<file path="src/sdx_pkg.sv">
// package: register map, field positions and timing constants for the sinc/excitation control
package sdx_pkg;
    // special-function register addresses
    localparam logic [7:0] SDX_ADDR_DECIM = 8'hD4;
    localparam logic [7:0] SDX_ADDR_EXC = 8'hD5;
    // reset values
    localparam logic [7:0] SDX_DECIM_RST = 8'h45;
    localparam logic [7:0] SDX_EXC_RST = 8'h00;
    // decimation limits
    localparam logic [7:0] SDX_DECIM_MIN_CHOP = 8'h0D;
    localparam logic [7:0] SDX_DECIM_MAX = 8'hFF;
    // excitation control fields
    localparam int SDX_EXC_A_EN = 0;
    localparam int SDX_EXC_B_EN = 1;
    localparam int SDX_EXC_A_SEL = 2;
    localparam int SDX_EXC_B_SEL = 3;
    localparam int SDX_BURNOUT_EN = 6;
    localparam logic [7:0] SDX_EXC_IMPL_MASK = 8'h4F;
    // base modulator rate and system clock
    localparam int SDX_BASE_HZ = 32768;
    localparam int SDX_MCLK_HZ = 40000000;
    // system clocks per base tick, rounded down (shortest time)
    localparam int SDX_BASE_DIV = SDX_MCLK_HZ / SDX_BASE_HZ;
    localparam logic [10:0] SDX_BASE_DIV_M1 = 11'(SDX_BASE_DIV - 1);
    // base ticks per decimation unit: 8 chop off, 3 x 8 chop on
    localparam logic [4:0] SDX_TICKS_CHOP_OFF = 5'h08;
    localparam logic [4:0] SDX_TICKS_CHOP_ON = 5'h18;
    // conversion periods before the first settled result
    localparam logic [1:0] SDX_SETTLE_CHOP_ON = 2'h2;
    localparam logic [1:0] SDX_SETTLE_CHOP_OFF = 2'h3;
endpackage

</file>
<file path="src/sdx_sinc_exc_ctrl.sv">
// sinc decimation word and excitation current control registers with conversion timer
//
// Contract
// - conversion rate is 32.768 kHz over 24*word with chop, 8*word without.
// - with chop on, decimation words below 13 act as 13.
// - calibration uses the programmed decimation word, never forcing 255.
// - chop-control bit 0 enables chopping, 1 disables it, changing rate.
// - bit 6 enables burnout currents only on input pairs five/six, seven/eight.
// - bit 3 routes source b to input eight when 0, seven when 1.
// - bit 2 routes source a to input seven when 0, eight when 1.
// - bit 1 enables source b, bit 0 source a; zero disables.
// - excitation bits 7, 5, 4 have no function; writes ignored.
// - excitation writes act at once, never restarting a conversion.
// - both sources may drive one pin, summing to 400 uA.
`timescale 1ns/1ps
module sdx_sinc_exc_ctrl
    import sdx_pkg::*;
(
    // clock and reset
    input wire logic i_mclk,
    input wire logic i_rst,
    // special-function register port
    input wire logic [7:0] i_sfr_addr,
    input wire logic i_sfr_wr,
    input wire logic i_sfr_rd,
    input wire logic [7:0] i_sfr_wdata,
    output logic [7:0] o_sfr_rdata,
    output logic o_sfr_hit,
    // converter control
    input wire logic i_chop_disable,
    input wire logic i_calibrating,
    input wire logic i_filter_restart,
    input wire logic [3:0] i_primary_pair,
    // conversion timing
    output logic o_conv_done,
    output logic o_result_settled,
    output logic [7:0] o_decimation_value,
    // excitation source a routing
    output logic o_exc_a_to_input_seven,
    output logic o_exc_a_to_input_eight,
    // excitation source b routing
    output logic o_exc_b_to_input_seven,
    output logic o_exc_b_to_input_eight,
    // combined source count per pin, 2 means 400 uA
    output logic [1:0] o_input_seven_sources,
    output logic [1:0] o_input_eight_sources,
    // burnout current enables per input pair
    output logic o_burnout_pair_56,
    output logic o_burnout_pair_78
);
    // primary pair codes: 4'hC is five/six, 4'hD is seven/eight
    localparam logic [3:0] SDX_PAIR_56 = 4'hC;
    localparam logic [3:0] SDX_PAIR_78 = 4'hD;

    typedef struct packed {
        logic [7:0] decim;
        logic [7:0] exc;
        logic [4:0] tick_cnt;
        logic [7:0] word_cnt;
        logic [1:0] settle_cnt;
        logic settled;
        logic done;
        logic chop_dis;
        logic [7:0] rdata;
        logic hit;
    } sdx_state_s;

    sdx_state_s st_q;
    sdx_state_s st_d;
    logic base_tick;
    logic [7:0] eff_word;
    logic [4:0] ticks_per_unit;
    logic [1:0] settle_need;
    logic sel_decim;
    logic sel_exc;
    logic unit_end;
    logic period_end;
    logic chop_changed;
    logic restart;
    logic on_pair_56;
    logic on_pair_78;
    logic [1:0] src_on;
    logic [1:0] src_to_seven;
    logic [1:0] src_to_eight;

    sdx_tick_div u_div (
        .i_mclk(i_mclk),
        .i_rst(i_rst),
        .o_tick(base_tick)
    );

    // one decoder serves reads and writes, so both always see the same map
    always_comb begin
        sel_decim = 1'b0;
        sel_exc = 1'b0;
        if (i_sfr_addr == SDX_ADDR_DECIM) begin
            sel_decim = 1'b1;
        end else if (i_sfr_addr == SDX_ADDR_EXC) begin
            sel_exc = 1'b1;
        end
    end

    // calibration deliberately has no override of the word
    always_comb begin
        eff_word = st_q.decim;
        if (!i_chop_disable && st_q.decim < SDX_DECIM_MIN_CHOP) begin
            eff_word = SDX_DECIM_MIN_CHOP;
        end
        // a zero word with chop off would stall the timer; treat as one unit
        if (eff_word == 8'h00) begin
            eff_word = 8'h01;
        end
    end

    assign ticks_per_unit = i_chop_disable ? SDX_TICKS_CHOP_OFF : SDX_TICKS_CHOP_ON;
    assign settle_need = i_chop_disable ? SDX_SETTLE_CHOP_OFF : SDX_SETTLE_CHOP_ON;
    // a word rewritten mid-period is compared at the next unit end, so no restart is needed
    assign unit_end = base_tick && (st_q.tick_cnt == ticks_per_unit - 5'h01);
    assign period_end = unit_end && (st_q.word_cnt >= eff_word - 8'h01);

    // a chop change alters the rate, so the period in flight is thrown away
    assign chop_changed = st_q.chop_dis != i_chop_disable;
    assign restart = i_filter_restart || chop_changed;

    always_comb begin
        st_d = st_q;
        st_d.done = 1'b0;
        st_d.hit = 1'b0;
        st_d.rdata = 8'h00;
        st_d.chop_dis = i_chop_disable;
        // register writes; excitation writes never touch the timer
        if (i_sfr_wr) begin
            if (sel_decim) begin
                st_d.decim = i_sfr_wdata;
            end else if (sel_exc) begin
                st_d.exc = i_sfr_wdata & SDX_EXC_IMPL_MASK;
            end
        end
        if (i_sfr_rd) begin
            if (sel_decim) begin
                st_d.rdata = st_q.decim;
                st_d.hit = 1'b1;
            end else if (sel_exc) begin
                st_d.rdata = st_q.exc;
                st_d.hit = 1'b1;
            end else begin
                st_d.rdata = 8'h00;
            end
        end
        // conversion period: eff_word units of ticks_per_unit base ticks
        if (restart) begin
            st_d.tick_cnt = 5'h00;
            st_d.word_cnt = 8'h00;
            st_d.settle_cnt = 2'h0;
            st_d.settled = 1'b0;
        end else if (unit_end) begin
            st_d.tick_cnt = 5'h00;
            if (period_end) begin
                st_d.word_cnt = 8'h00;
                st_d.done = 1'b1;
                if (!st_q.settled) begin
                    if (st_q.settle_cnt + 2'h1 >= settle_need) begin
                        st_d.settled = 1'b1;
                    end else begin
                        st_d.settle_cnt = st_q.settle_cnt + 2'h1;
                    end
                end
            end else begin
                st_d.word_cnt = st_q.word_cnt + 8'h01;
            end
        end else if (base_tick) begin
            st_d.tick_cnt = st_q.tick_cnt + 5'h01;
        end
    end

    always_ff @(posedge i_mclk or posedge i_rst) begin
        if (i_rst) begin
            st_q <= '0;
            st_q.decim <= SDX_DECIM_RST;
            st_q.exc <= SDX_EXC_RST;
        end else begin
            st_q <= st_d;
        end
    end

    assign o_sfr_rdata = st_q.rdata;
    assign o_sfr_hit = st_q.hit;
    assign o_conv_done = st_q.done;
    assign o_result_settled = st_q.settled;
    assign o_decimation_value = st_q.decim;

    // routing follows the register directly, so changes act at once
    // source a reads its select high as input eight, source b reads it high as input seven
    generate
        for (genvar s = 0; s < 2; s++) begin : g_src
            localparam int EN_BIT = (s == 0) ? SDX_EXC_A_EN : SDX_EXC_B_EN;
            localparam int SEL_BIT = (s == 0) ? SDX_EXC_A_SEL : SDX_EXC_B_SEL;
            localparam logic EIGHT_LVL = (s == 0) ? 1'b1 : 1'b0;
            assign src_on[s] = st_q.exc[EN_BIT];
            assign src_to_eight[s] = src_on[s] & (st_q.exc[SEL_BIT] == EIGHT_LVL);
            assign src_to_seven[s] = src_on[s] & (st_q.exc[SEL_BIT] != EIGHT_LVL);
        end
    endgenerate

    assign o_exc_a_to_input_seven = src_to_seven[0];
    assign o_exc_a_to_input_eight = src_to_eight[0];
    assign o_exc_b_to_input_seven = src_to_seven[1];
    assign o_exc_b_to_input_eight = src_to_eight[1];
    // both sources on one pin is legal and their currents add
    assign o_input_seven_sources = {1'b0, o_exc_a_to_input_seven}
        + {1'b0, o_exc_b_to_input_seven};
    assign o_input_eight_sources = {1'b0, o_exc_a_to_input_eight}
        + {1'b0, o_exc_b_to_input_eight};
    // burnout current exists only on the two supported pairs
    assign on_pair_56 = (i_primary_pair == SDX_PAIR_56);
    assign on_pair_78 = (i_primary_pair == SDX_PAIR_78);
    assign o_burnout_pair_56 = st_q.exc[SDX_BURNOUT_EN] & on_pair_56;
    assign o_burnout_pair_78 = st_q.exc[SDX_BURNOUT_EN] & on_pair_78;
endmodule // sdx_sinc_exc_ctrl

</file>
<file path="src/sdx_tick_div.sv">
// base-rate divider: one-cycle enable at the 32.768 kHz modulator rate
`timescale 1ns/1ps
module sdx_tick_div
    import sdx_pkg::*;
(
    // clock and reset
    input wire logic i_mclk,
    input wire logic i_rst,
    // base-rate enable
    output logic o_tick
);
    typedef struct packed {
        logic [10:0] cnt;
        logic tick;
    } sdx_div_s;

    sdx_div_s st_q;
    sdx_div_s st_d;

    always_comb begin
        st_d = st_q;
        st_d.tick = 1'b0;
        if (st_q.cnt == SDX_BASE_DIV_M1) begin
            st_d.cnt = 11'h000;
            st_d.tick = 1'b1;
        end else begin
            st_d.cnt = st_q.cnt + 11'h001;
        end
    end

    always_ff @(posedge i_mclk or posedge i_rst) begin
        if (i_rst) begin
            st_q <= '0;
        end else begin
            st_q <= st_d;
        end
    end

    assign o_tick = st_q.tick;
endmodule // sdx_tick_div

</file>
<file path="config.mk">
export PLATFORM = sky130hd
export DESIGN_NAME = sdx_sinc_exc_ctrl
export DESIGN_NICKNAME = d
export VERILOG_FILES = /design/src/sdx_pkg.sv /design/src/sdx_sinc_exc_ctrl.sv /design/src/sdx_tick_div.sv
export SDC_FILE = /design/constraint.sdc
export NUM_CORES = 1
export LEC_CHECK = 0
export BUFFER_PORTS_ARGS = -buffer_cell sky130_fd_sc_hd__clkbuf_2
export CELL_PAD_IN_SITES_DETAIL_PLACEMENT = 1
export CELL_PAD_IN_SITES_GLOBAL_PLACEMENT = 1
export CORE_MARGIN = 2
export CORE_UTILIZATION = 40
export DETAILED_ROUTE_END_ITERATION = 10
export PLACE_DENSITY_LB_ADDON = 0.1
export SYNTH_ARGS = -nofsm -noshare
export SYNTH_HDL_FRONTEND = slang
export SYNTH_SLANG_ARGS = --single-unit
export TNS_END_PERCENT = 1
</file>
<file path="constraint.sdc">
create_clock -name i_mclk -period 4.9 [get_ports i_mclk]
set_clock_uncertainty 0.2 [all_clocks]
set_input_delay 0.98 -clock i_mclk [delete_from_list [all_inputs] [get_ports i_mclk]]
set_output_delay 0.98 -clock i_mclk [all_outputs]
set_load 0.03 [all_outputs]
</file>
==> flow_summary.json <==
{
  "yosysTopAreaCellShare_pct": 43.7,
  "pin_count": 56,
  "coreArea_sq_um": 6790,
  "area_growth_pct": 12.3,
  "clkLatencyLatePin_ns": 0.31,
  "totalPowerFinal_uw": 815,
  "cp-end-kind": "flop",
  "cts_resized": 0,
  "regArea_sq_um": 1310,
  "initial_utilization_pct": 41.3,
  "synth_edf_count": 0,
  "cp_max_fo": 11,
  "setup_tns_ns": 0,
  "rsz0062_at_grt": "no",
  "internal_power_uw": 593,
  "root_buffer": "clkbuf_8",
  "drc": 0,
  "max_slew_margin_pct": 27.7,
  "cts_buffer_depth": 2,
  "path_buf_inv": 1,
  "ys_ff_latch": 52,
  "synthDistinctLibCells": 42,
  "wl_per_cell_um": 14.0,
  "power_density_nw_per_um2": 258,
  "detailroute.via_count": 2100,
  "layout-drive-gt1-share_pct": 27.2,
  "final-setup-viol-count": 0,
  "path_class": "reg -> reg",
  "hpwl_mm": 4.27,
  "synthArstFlopShare_pct": 100,
  "slowest_stage": "nor4_1",
  "cp-start-kind": "flop",
  "switching_share_pct": 27.2,
  "cpMostUsedCell": "nand2_1",
  "num_rows": 30,
  "cts_tree": "done",
  "post_cts_buffers": 0,
  "peakVddDrop_v": 0.000144,
  "final.min_clock_period_ns": 4.14,
  "slew_violations": 0,
  "gp_congestion": 0.712,
  "seqPwrFrac_pct": 54.5,
  "wl_mm": 5.77,
  "multiInputGateArea_sq_um": 1340,
  "vias_per_cell": 5.10,
  "ys_top_cells_by_area": "dfrtp_1 (44%), ha_1 (6.7%), mux2_2 (5.2%)",
  "grt-ovfl-total": 0,
  "yosys_warnings": 0,
  "worstMarginPinSlew_ns": 1.08,
  "cts_htree_levels": 2,
  "synth_largest_area_cell": "dfrtp_1",
  "die_area_sq_um": 7710,
  "die_y_um": 87.8,
  "antenna_found_initial": 0,
  "cts_inserted_buffers": 5,
  "crit_required_ns": 4.93,
  "critical-path-top-delay-family": "simple AND/OR/NAND/NOR gates",
  "synth-seq-area-share_pct": 46.5,
  "comb_power_share_pct": 13.8,
  "num-fill-cells": 806,
  "grt_usage_pct": 16.0,
  "status": "finished clean",
  "yosysMostFrequentCell": "dfrtp_1",
  "ctsHoldBuffers": 0,
  "synth_cells": 276,
  "power.switching_uw": 221,
  "clockPowerShare_pct": 31.7,
  "synth_flop_cell": "dfrtp_1",
  "drt_iter0_drc": 72,
  "min_path_type": "reg -> reg",
  "crit_path_max_incr_delay_ns": 0.57,
  "path_clk_slew_ns": 0.10,
  "grt_first_pass_wirelength_mm": 9.68,
  "antennaDiodeCount": 0,
  "leakagePower_nw": 1.49,
  "critPathArrivalTime_ns": 4.17,
  "max_freq_ghz": 0.242,
  "port_buffers": 54,
  "synthTopCellsByCount": "dfrtp_1 (49), nor2_1 (28), nand2_1 (26)",
  "crit_path_cell_trace": "nor4_1 > and2b_1 > nand2_1 > nand2_1 > ha_1 > nor4b_1 > nand2_1 > xor2_1 > ha_1 > nand2_1 > o21ai_0 > a21oi_1 > buf_4 > nor4b_1 > mux2i_1",
  "syn_area_sq_um": 2810,
  "fin_nets": 357,
  "grt_max_degree": 53,
  "first_global_vias": 2054,
  "dr.pass1.iters": 4,
  "clock_sinks": 52,
  "r2r_setup_slack_ns": 0.76,
  "final-hold-violation-count": 0,
  "synth_nets": 318,
  "period_share_pct": 84.5,
  "syn_area_per_cell_sq_um": 10.2,
  "fp.dieW_um": 87.8,
  "drtAntennaViolNets": 0,
  "maxCapViolCount": 0
}
-- registers in the layout, summed over array words and instances (netlist names) --
| register | flops |
|---|---|
| st_q | 19 |
| o_decimation_value | 8 |
| src_on | 2 |
| o_result_settled | 1 |
| o_conv_done | 1 |
| u_div.st_q | 11 |
| o_sfr_hit | 1 |
| u_div.o_tick | 1 |
| o_sfr_rdata | 8 |
-- per-layer routing --
layer	vias to the layer above	GRT usage (%)	wire length, um
li1	1035	-	-
met1	1030	21.1	2600
met2	30	26.7	2930
met3	5	3.20	175
met4	0	4.62	68
met5	-	0	0
-- path summary, 6_finish.rpt --
kind                                       start               endpoint  depth (start not counted)
max in group asynchronous                  i_rst  o_decimation_value[7]                          2
min in group asynchronous                  i_rst           u_div.o_tick                          2
min reg2reg                        u_div.st_q[1]          u_div.st_q[1]                          1
max                        o_decimation_value[5]               st_q[13]                         15
max reg2reg                o_decimation_value[5]               st_q[13]                         15
min                                u_div.st_q[1]          u_div.st_q[1]                          1
-- cell families after synthesis --
group	Yosys count	synth area share, %
mux	21	8.06
compound gates	29	6.28
flops	52	46.5
buf+inv	28	5.97
simple gates	113	20.9
xor+xnor	18	5.61
fa+ha+maj	15	6.68
-- final cells by class --
type                       instances  share of cell area, %
inverter                           5                  0.595
clock inverter                     2                  0.476
clock buffer                       6                   2.62
multi-input combinational        196                   42.3
sequential                        52                   41.4
tap                               96                   3.81
timing repair buffer              55                   8.80
-- layout by cell type (no fill, tap or decap), types with 6 or more instances in the layout --
master,netlist,routed
xor2_1,9,9
nand3_1,16,16
clkbuf_2,1,54
a31oi_1,6,6
ha_1,15,15
xnor2_1,9,9
clkbuf_8,0,6
nand2_1,26,26
a21oi_1,10,10
dfrtp_1,49,49
mux2_2,13,13
mux2i_1,8,8
nor2_1,28,28
-- stage by stage --
step | area, sq um | hold slack, ns | setup WS, ns | instances | utilization, %
final | 3160 | 0.292 | 0.761 | 412 | 46.4
after global routing | 3160 | 0.332 | 0.362 | 412 | 46.4
after CTS | 3160 | 0.299 | 0.702 | 412 | 46.4
after detailed placement | 3060 | 0.284 | 0.508 | 404 | 45.0
after global placement | 3060 | 0.278 | 0.600 | 404 | 45.0
after floorplan | 2810 | 0.249 | 1.25 | 276 | -
-- worst register-to-register path, stage by stage (launching register included) --
cell and delay [ns]:
dfrtp_1 0.47, nor4_1 0.58, and2b_1 0.29, nand2_1 0.07, nand2_1 0.07, ha_1 0.18, nor4b_1 0.46, nand2_1 0.13
xor2_1 0.17, ha_1 0.27, nand2_1 0.06, o21ai_0 0.25, a21oi_1 0.07, buf_4 0.19, nor4b_1 0.39, mux2i_1 0.24
-- power by group through the flow --
stage | Combinational [mW] | Sequential [mW] | Clock (mW)
after global placement | 0.113 | 0.452 | 0
after floorplan | 0.0849 | 0.449 | 0
after global routing | 0.129 | 0.445 | 0.286
after CTS | 0.116 | 0.444 | 0.272
final | 0.113 | 0.444 | 0.258
after detailed placement | 0.115 | 0.452 | 0
(Power assumes the default switching activity.)
